==> src/verilog/scs_pkg.sv <==
// Constants for the sample clock trim and sync select block
package scs_pkg;

    // ****************************************************
    // Register indices (byte address is four times these)
    // ****************************************************
    localparam logic [8:0]  SLOW_TRIM_IDX   = 9'h04b;
    localparam logic [8:0]  FAST_TRIM_IDX   = 9'h04d;
    localparam logic [8:0]  PIN_SYNC_IDX    = 9'h04f;
    localparam int          ADDR_W          = 11;
    localparam int          IDX_LSB         = 2;

    // ****************************************************
    // Reset values
    // ****************************************************
    localparam logic [15:0] SLOW_TRIM_RST   = 16'h2612;
    localparam logic [15:0] FAST_TRIM_RST   = 16'h0098;
    localparam logic [15:0] PIN_SYNC_RST    = 16'h2090;

    // ****************************************************
    // Field positions
    // ****************************************************
    localparam int          SLOW_TRIM_LSB   = 0;
    localparam int          SLOW_TRIM_W     = 6;
    localparam int          SLOW_EN_BIT     = 7;
    localparam int          SLOW_BYP_BIT    = 8;
    localparam int          FAST_TRIM_LSB   = 0;
    localparam int          FAST_TRIM_W     = 8;
    localparam int          PIN1_OE_BIT     = 6;
    localparam int          PIN1_IE_BIT     = 5;
    localparam int          SYNC_SEL_LSB    = 2;
    localparam int          PIN0_IE_BIT     = 1;

    // ****************************************************
    // Sample timing
    // ****************************************************
    localparam int          DIV_W           = 16;
    localparam int          TICKS_PER_UNIT  = 4;
    localparam int          CNT_W           = 18;

    typedef enum logic [1:0] {
        SCS_SYNC_INTERNAL,
        SCS_SYNC_PIN0,
        SCS_SYNC_PIN1,
        SCS_SYNC_RESERVED
    } scs_sync_t;

endpackage : scs_pkg

==> src/verilog/scs_clock_sync_ctrl.sv <==
// Clock trim registers, aux pin control and sample sync selection
module scs_clock_sync_ctrl
    import scs_pkg::*;
(
    // Clock and reset
    input  wire logic                          clk,
    input  wire logic                          rstn,
    // Avalon-MM slave
    input  wire logic [scs_pkg::ADDR_W-1:0]    address,
    input  wire logic                          read,
    input  wire logic                          write,
    input  wire logic [31:0]                   writedata,
    input  wire logic [3:0]                    byteenable,
    output logic      [31:0]                   readdata,
    output logic                               waitrequest,
    // Oscillator control
    input  wire logic                          slow_osc_clk,
    output logic      [scs_pkg::SLOW_TRIM_W-1:0] slow_clock_trim,
    output logic                               slow_osc_enable,
    output logic                               slow_osc_bypass,
    output logic      [scs_pkg::FAST_TRIM_W-1:0] fast_clock_trim,
    // Sample timing
    input  wire logic [scs_pkg::DIV_W-1:0]     sample_period_divider,
    output logic                               sample_start,
    // Aux pins
    input  wire logic                          aux_pin_zero_in,
    input  wire logic                          aux_pin_one_in,
    output logic                               aux_pin_one_out,
    output logic                               aux_pin1_output_enable
);

    import scs_pkg::*;

    // ****************************************************
    // State
    // ****************************************************
    typedef struct packed {
        logic [15:0]      slow_cfg;
        logic [15:0]      fast_cfg;
        logic [15:0]      pin_cfg;
        logic             wait_req;
        logic [15:0]      rdata;
        logic [2:0]       meta;
        logic [2:0]       sync;
        logic [2:0]       prev;
        logic [CNT_W-1:0] tick_cnt;
        logic             sample_start;
    } scs_state_t;

    scs_state_t st;
    scs_state_t next_st;

    // ****************************************************
    // Byte lane merge
    // ****************************************************
    function automatic logic [15:0] scs_merge(
        input logic [15:0] old_val,
        input logic [31:0] wdata,
        input logic [3:0]  be
    );
        logic [15:0] res;
        res = old_val;
        if (be[0]) begin
            res[7:0] = wdata[7:0];
        end
        if (be[1]) begin
            res[15:8] = wdata[15:8];
        end
        return res;
    endfunction : scs_merge

    // ****************************************************
    // Next state
    // ****************************************************
    logic [8:0]       idx;
    logic             wr_now;
    logic [2:0]       edge_seen;
    logic             pin0_trig;
    logic             pin1_trig;
    logic             slow_tick;
    logic [CNT_W-1:0] period_ticks;
    logic [CNT_W-1:0] cnt_inc;
    scs_sync_t        sync_sel;

    always_comb begin
        next_st = st;
        idx     = address[IDX_LSB +: 9];
        wr_now  = write && !st.wait_req;

        // Bus: one wait cycle, then a single acknowledge cycle
        if ((read || write) && st.wait_req) begin
            next_st.wait_req = 1'b0;
            case (idx)
                SLOW_TRIM_IDX: next_st.rdata = st.slow_cfg;
                FAST_TRIM_IDX: next_st.rdata = st.fast_cfg;
                PIN_SYNC_IDX:  next_st.rdata = st.pin_cfg;
                default:       next_st.rdata = 16'h0000;
            endcase
        end else begin
            next_st.wait_req = 1'b1;
        end

        // Only the addressed register changes; unmapped writes drop
        if (wr_now) begin
            case (idx)
                SLOW_TRIM_IDX: next_st.slow_cfg =
                    scs_merge(st.slow_cfg, writedata, byteenable);
                FAST_TRIM_IDX: next_st.fast_cfg =
                    scs_merge(st.fast_cfg, writedata, byteenable);
                PIN_SYNC_IDX:  next_st.pin_cfg =
                    scs_merge(st.pin_cfg, writedata, byteenable);
                default: ;
            endcase
        end

        // Pins and oscillator pass two flops before any use
        next_st.meta = {slow_osc_clk, aux_pin_one_in, aux_pin_zero_in};
        next_st.sync = st.meta;
        next_st.prev = st.sync;
        edge_seen    = st.sync & ~st.prev;

        pin0_trig = edge_seen[0] && st.pin_cfg[PIN0_IE_BIT];
        pin1_trig = edge_seen[1] && st.pin_cfg[PIN1_IE_BIT];

        // Bypass takes the slow clock from aux pin one
        slow_tick = st.slow_cfg[SLOW_BYP_BIT] ? pin1_trig
                                              : edge_seen[2];
        slow_tick = slow_tick && st.slow_cfg[SLOW_EN_BIT];

        // Period is divider times four slow clock cycles
        period_ticks = {sample_period_divider, 2'b00};
        cnt_inc      = st.tick_cnt + {{(CNT_W-1){1'b0}}, 1'b1};
        sync_sel     = scs_sync_t'(st.pin_cfg[SYNC_SEL_LSB +: 2]);

        next_st.sample_start = 1'b0;
        case (sync_sel)
            SCS_SYNC_INTERNAL: begin
                // Divider of zero stops sampling rather than free running
                if (period_ticks == '0) begin
                    next_st.tick_cnt = '0;
                end else if (slow_tick) begin
                    if (cnt_inc >= period_ticks) begin
                        next_st.tick_cnt     = '0;
                        next_st.sample_start = 1'b1;
                    end else begin
                        next_st.tick_cnt = cnt_inc;
                    end
                end
            end
            SCS_SYNC_PIN0: begin
                next_st.tick_cnt     = '0;
                next_st.sample_start = pin0_trig;
            end
            SCS_SYNC_PIN1: begin
                next_st.tick_cnt     = '0;
                next_st.sample_start = pin1_trig;
            end
            default: begin
                // Reserved source: no samples start
                next_st.tick_cnt = '0;
            end
        endcase
    end

    // ****************************************************
    // Registers
    // ****************************************************
    always_ff @(posedge clk or negedge rstn) begin
        if (!rstn) begin
            st              <= '0;
            st.slow_cfg     <= SLOW_TRIM_RST;
            st.fast_cfg     <= FAST_TRIM_RST;
            st.pin_cfg      <= PIN_SYNC_RST;
            st.wait_req     <= 1'b1;
        end else begin
            st <= next_st;
        end
    end

    // ****************************************************
    // Outputs
    // ****************************************************
    assign readdata    = {16'h0000, st.rdata};
    assign waitrequest = st.wait_req;

    // Raw code to the oscillator; inverse slope lives in the analog cell
    assign slow_clock_trim =
        st.slow_cfg[SLOW_TRIM_LSB +: SLOW_TRIM_W];
    assign slow_osc_enable = st.slow_cfg[SLOW_EN_BIT];
    assign slow_osc_bypass = st.slow_cfg[SLOW_BYP_BIT];

    // Direct slope; this oscillator times the LED pulses
    assign fast_clock_trim =
        st.fast_cfg[FAST_TRIM_LSB +: FAST_TRIM_W];

    assign sample_start = st.sample_start;

    // Pin level selection lives elsewhere; the driver here pulls low
    assign aux_pin_one_out        = st.rdata[0] & 1'b0;
    assign aux_pin1_output_enable = st.pin_cfg[PIN1_OE_BIT];

endmodule : scs_clock_sync_ctrl

==> config.mk <==
export PLATFORM = sky130hd
export DESIGN_NAME = scs_clock_sync_ctrl
export DESIGN_NICKNAME = d
export VERILOG_FILES = /design/src/verilog/scs_pkg.sv /design/src/verilog/scs_clock_sync_ctrl.sv
export SDC_FILE = /design/constraint.sdc
export NUM_CORES = 1
export LEC_CHECK = 0
export ABC_AREA = 1
export BUFFER_PORTS_ARGS = -buffer_cell sky130_fd_sc_hd__buf_2
export CAP_MARGIN = 20
export CORE_MARGIN = 2
export CORE_UTILIZATION = 59
export CTS_BUF_LIST = sky130_fd_sc_hd__clkbuf_16
export CTS_CLUSTER_SIZE = 20
export DETAILED_ROUTE_END_ITERATION = 12
export HOLD_SLACK_MARGIN = 0.06
export MAX_ROUTING_LAYER = met4
export PLACE_DENSITY = 0.92
export SLEW_MARGIN = 10
export SYNTH_ARGS = -nofsm -noshare
export SYNTH_HDL_FRONTEND = slang
export SYNTH_SLANG_ARGS = --single-unit
==> constraint.sdc <==
create_clock -name clk -period 6.8 [get_ports clk]
set_input_delay 0.68 -clock clk [delete_from_list [all_inputs] [get_ports clk]]
set_output_delay 0.68 -clock clk [all_outputs]
set_load 0.02 [all_outputs]
==> flow_summary.json, run 1 <==
{
  "yosys.area.top_type_share": 0.382,
  "synth_edf_count": 0,
  "p_per_area_mw_per_mm2": 193,
  "slew_headroom": 0.414,
  "clock_path_buffers": 2,
  "viasPerCell": 5.43,
  "rows": 34,
  "avgSynthCellArea_um2": 8.06,
  "finalClockSkew_ps": 5.44,
  "start_util": 0.608,
  "drv_slew": 0,
  "leakage_nw": 3.13,
  "dieArea_mm2": 0.00977,
  "worstPathMaxFanout": 13,
  "syn2layout_area_growth_pct": 8.94,
  "synth_area_leaders": "dfrtp_1, nand2_1, buf_4",
  "synth_seq_cells": 93,
  "cts_tree": "built",
  "synth_ff_type": "dfrtp_1",
  "netlist_area_mm2": 0.00531,
  "grt_overflow_total": 0,
  "synth_cell_types": 31,
  "cts_buffers": 9,
  "antenna_found_initial": 0,
  "hp-class": "primary input to asynchronous set/reset pin",
  "postRouteAntennaNets": 0,
  "worst_pin_slew_ps": 877,
  "grt_pass1_wl_mm": 19.4,
  "drive_above_1_share": 0.225,
  "gp_congestion": 0.881,
  "synth_seq_area_share": 0.442,
  "placedCellCount": 806,
  "root_buffer": "clkbuf_16",
  "wl_mm": 11.9,
  "core_area_mm2": 0.00872,
  "wl_per_cell_um": 14.5,
  "ys_async_sr_fraction": 1.00,
  "drcViolationCount": 0,
  "yosysWarnings": 0,
  "worst-endpoint-arrival_ps": 3510,
  "synth_most_common_cell": "nand2_1",
  "cp-end-kind": "register",
  "cap_violations": 0,
  "die_y_um": 98.8,
  "vias": 4466,
  "worstSetupPathType": "register to register",
  "numPortBuffers": 84,
  "postCtsSetupBuffers": 0,
  "clk-insertion-delay-late_ps": 340,
  "fin_cells": 822,
  "netlist_top_cells_count": "nand2_1, dfrtp_1, inv_1",
  "grt_pass1_vias": 4416,
  "grt_setup_unrepaired": "false",
  "grt_max_degree": 54,
  "grt_util_all_layers": 0.254,
  "clk_pin_slew_ps": 70,
  "period_minus_slack_ps": 3260,
  "fp.dieW_um": 98.8,
  "cts_sinks": 93,
  "drt_iter0_markers": 261,
  "dp_hpwl_mm": 8.18,
  "nets": 797,
  "setup_viol": 0,
  "cp-start-kind": "register",
  "finalSetupTns_ps": 0,
  "hold_viol_final": 0,
  "ir_worst_vdd_mv": 0.175,
  "antenna_cells": 0,
  "postCtsHoldBufs": 0,
  "pin_count": 122,
  "status": "finished, final reports clean",
  "synthCells": 658,
  "cts-resized-gates": 0,
  "cp.required_ps": 7050,
  "drt_pre_antenna_iters": 5,
  "htreeDepth": 3,
  "yosys.area.top_type": "dfrtp_1",
  "finalCritPeriodShare": 0.480,
  "timing.fmax_mhz": 306
}
## flip-flops by register name, indices dropped and copies added, names as in the netlist
register and flops:
aux_pin1_output_enable 1, fast_clock_trim 8, next_st 6, readdata 16
sample_start 1, slow_clock_trim 6, slow_osc_bypass 1, slow_osc_enable 1
st 52, waitrequest 1
## cell type report
cell class	instances	area, um2
Tap cell	108	135
Timing Repair Buffer	88	453
Clock buffer	9	225
Multi-Input combinational cell	458	2340
Clock inverter	7	58.8
Sequential cell	93	2340
Inverter	59	221
Fill cell	677	2940
## worst max-delay path: stages, from the launching register on
cell     delay, ps
dfrtp_1        410
ha_1           200
nand3_1        150
nor2_1         290
nand2_1        110
xnor2_1        270
ha_1           290
nand2_1         70
nor2_1          40
nand2_1         90
nor2_1          50
nor2_1         640
nand2_1        320
o21ai_0        250
## where the power goes
part	total [W]	switching [W]	leakage, nW	internal, W
logic	0.0000791	0.0000573	1.76	0.0000219
clock network	0.000474	0.000221	0.134	0.000253
registers	0.000564	0.00000411	1.23	0.000560
## placed cells by master, fill, tap and decap left out, drive strengths merged, types with 4 or more instances in the layout
cell type,count
nand4,34
buf,88
inv,62
dfstp,12
nor2,42
nand2,235
a21oi,4
conb,17
nand3,27
ha,18
clkbuf,9
nor3,4
xnor2,7
o21ai,58
dfrtp,81
## path summary, 6_finish.rpt
path                              from                 end  slack, ps  cells after the start
max in group asynchronous         rstn              st[55]       5490                      2
max reg2reg                      st[2]               st[1]       3540                     13
min in group clk           next_st[24]         next_st[21]        360                      0
max                              st[2]               st[1]       3540                     13
min                               rstn  fast_clock_trim[0]        300                      1
min reg2reg                next_st[24]         next_st[21]        360                      0
## through the flow
stage               hold slack [ps]  setup WS [ps]  total power (W)  cell area, um2  utilization
floorplan                       331           4460         0.000622            5370            -
global placement                333           3640         0.000649            5500        0.630
detailed placement              335           3550         0.000653            5500        0.630
CTS                             318           3520          0.00112            5780        0.663
global route                    346           3210          0.00116            5780        0.663
finish                          298           3540          0.00112            5780        0.663
## layer usage
layer  vias up  global-route usage  share of wire
li1       2153                   -              -
met1      2052               0.307           0.40
met2       218               0.411           0.49
met3        43              0.0475          0.080
met4         0               0.128          0.028
met5         -                   -              0
## cell families after synthesis
family / after synthesis / synth area share
flip-flops: 93 / 0.442
adder cells (fa/ha/maj): 18 / 0.0425
AO/OA/AOI/OAI: 66 / 0.0866
AND/OR/NAND/NOR: 347 / 0.284
other: 1 / 0.000707
buffers and inverters: 123 / 0.128
XOR/XNOR: 10 / 0.0165
(Power assumes the default switching activity.)
==> run 2: changes to the inputs <==
--- a/config.mk
+++ b/config.mk
@@ -9,13 +9,13 @@
 export BUFFER_PORTS_ARGS = -buffer_cell sky130_fd_sc_hd__buf_2
 export CAP_MARGIN = 20
 export CORE_MARGIN = 2
-export CORE_UTILIZATION = 59
+export CORE_UTILIZATION = 49
 export CTS_BUF_LIST = sky130_fd_sc_hd__clkbuf_16
 export CTS_CLUSTER_SIZE = 20
 export DETAILED_ROUTE_END_ITERATION = 12
 export HOLD_SLACK_MARGIN = 0.06
 export MAX_ROUTING_LAYER = met4
-export PLACE_DENSITY = 0.92
+export PLACE_DENSITY = 0.82
 export SLEW_MARGIN = 10
 export SYNTH_ARGS = -nofsm -noshare
 export SYNTH_HDL_FRONTEND = slang
==> constraint.sdc (replaced) <==
create_clock -name clk -period 2.9 [get_ports clk]
set_input_delay 0.29 -clock clk [delete_from_list [all_inputs] [get_ports clk]]
set_output_delay 0.29 -clock clk [all_outputs]
set_load 0.02 [all_outputs]
==> run 2 against run 1 <==
Maximum frequency increased by 31%. Via count decreased by 1.9%. Register-to-register slack got worse by 3100 ps. Utilization decreased by 9.6 points. Critical path depth increased by 4. Final cell count increased by 4.5%. Clock power increased by 140%. Largest power group unchanged.
==> flow_summary.json, run 2 (synthesis results as in run 1) <==
{
  "postCtsHoldBufs": 3,
  "path_cells": "ha_1 > nand3_1 > inv_1 > nand2_1 > nor2_1 > nand2_1 > nand2_1 > nand2_1 > ha_1 > nand2_1 > nor2_1 > nand2_1 > nor2_1 > nor2_1 > buf_4 > nand4_1 > nand2_1",
  "nFillCells": 975,
  "regArea_mm2": 0.00234,
  "nets": 807,
  "worst_pin_slew_ps": 724,
  "top_register": "st",
  "cap_violations": 0,
  "timing.fmax_mhz": 402,
  "drt_iter0_markers": 213,
  "grt_util_all_layers": 0.209,
  "cts_tree": "built",
  "leakage_nw": 3.19,
  "postCtsSetupBuffers": 0,
  "numPortBuffers": 84,
  "largest_reg_flops": 52,
  "finalSetupTns_ps": 0,
  "gp_congestion": 0.855,
  "ir_worst_vdd_mv": 0.318,
  "wl_mm": 11.2,
  "p_per_area_mw_per_mm2": 451,
  "placedCellCount": 841,
  "htreeDepth": 3,
  "start_util": 0.509,
  "final_common_cell": "nand2_1",
  "viasPerCell": 5.10,
  "cts-resized-gates": 0,
  "grt_setup_unrepaired": "false",
  "cp-start-kind": "register",
  "worst-endpoint-arrival_ps": 2710,
  "cpPeakStageDelay_ps": 410,
  "antenna_found_initial": 0,
  "rows": 37,
  "slew_headroom": 0.517,
  "fin_cells": 859,
  "setup_viol": 0,
  "syn2layout_area_growth_pct": 11.2,
  "clk-insertion-delay-late_ps": 340,
  "drv_slew": 0,
  "finalClockSkew_ps": 6.38,
  "hold_viol_final": 0,
  "dieArea_mm2": 0.0117,
  "die_y_um": 108,
  "crit_slowest_cell": "dfrtp_1",
  "reg2reg_depth": 17,
  "grt_pass1_wl_mm": 18.8,
  "whs_ps": 65.5,
  "fp.dieW_um": 108,
  "postRouteAntennaNets": 0,
  "root_buffer": "clkbuf_16",
  "cts_sinks": 93,
  "cp-end-kind": "register",
  "cts_buffers": 9,
  "worstPathMaxFanout": 12,
  "period_minus_slack_ps": 2490,
  "power_w": 0.00266,
  "antenna_cells": 0,
  "drive_above_1_share": 0.231,
  "multiInputGateArea_mm2": 0.00234,
  "cp.required_ps": 3120,
  "vias": 4380,
  "grt_overflow_total": 0,
  "clk_pin_slew_ps": 60,
  "drcViolationCount": 0,
  "grt_max_degree": 53,
  "finalCritPeriodShare": 0.858,
  "worstSetupPathType": "register to register",
  "hp-class": "primary input to register",
  "grt_pass1_vias": 4065,
  "drt_pre_antenna_iters": 4,
  "dp_hpwl_mm": 8.07,
  "pin_count": 122,
  "core_area_mm2": 0.0104,
  "status": "finished, final reports clean",
  "wl_per_cell_um": 13.1,
  "clock_path_buffers": 2,
  "layout_common_cells": "nand2_1, buf_2, dfrtp_1, inv_1, nor2_1",
  "hold_depth": 1,
  "cp_common_cell": "nand2_1"
}
## run 2: changes by cell type in the layout (fill, tap and decap cells not counted)
cell           delta
clkinv_1          -1
bufinv_16         +1
buf_4             +7
dlygate4sd3_1     +3
clkinvlp_4        -1
inv_8             -2
inv_1             +1
clkinv_2          +1
## run 2: area by class of cell
type                       count  area share
timing repair buffer          98      0.0907
multi-input combinational    458       0.397
sequential                    93       0.397
inverter                      59      0.0375
clock inverter                 6      0.0108
clock buffer                   9      0.0382
tap                          136      0.0288
## run 2: final timing paths
kind	slack [ps]	to	from
worst min register to register	350	next_st[19]	next_st[22]
min in group asynchronous	500	st[56]	rstn
worst max register to register	410	st[14]	st[1]
max in group asynchronous	1620	st[49]	rstn
worst min-delay path	70	next_st[22]	aux_pin_zero_in
worst max-delay path	410	st[14]	st[1]
## run 2: per-stage QoR
step                utilization  worst slack, ps  instance area [um2]
detailed placement        0.536              403                 5580
CTS                       0.567              388                 5900
global placement          0.536              463                 5580
global route              0.567             46.6                 5900
finish                    0.567              411                 5900
floorplan                     -              559                 5370
## run 2: routing by layer
layer	vias to the layer above	global-route usage	share of wire
li1	2176	-	-
met1	2047	0.271	0.44
met2	135	0.345	0.49
met3	22	0.0217	0.049
met4	0	0.0723	0.017
met5	-	-	0
## run 2: power by group
group	internal (W)	switching, W
combinational	0.0000556	0.000133
sequential	0.00131	0.00000922
clock	0.000663	0.000486
total	0.00203	0.000628
## run 2: critical path: cells and delay by family (launching register included)
kind                     cells  cell delay [ps]
AND/OR/NAND/NOR             13             1240
adder cells (fa/ha/maj)      2              470
flip-flops                   1              410
buffers and inverters        2              260
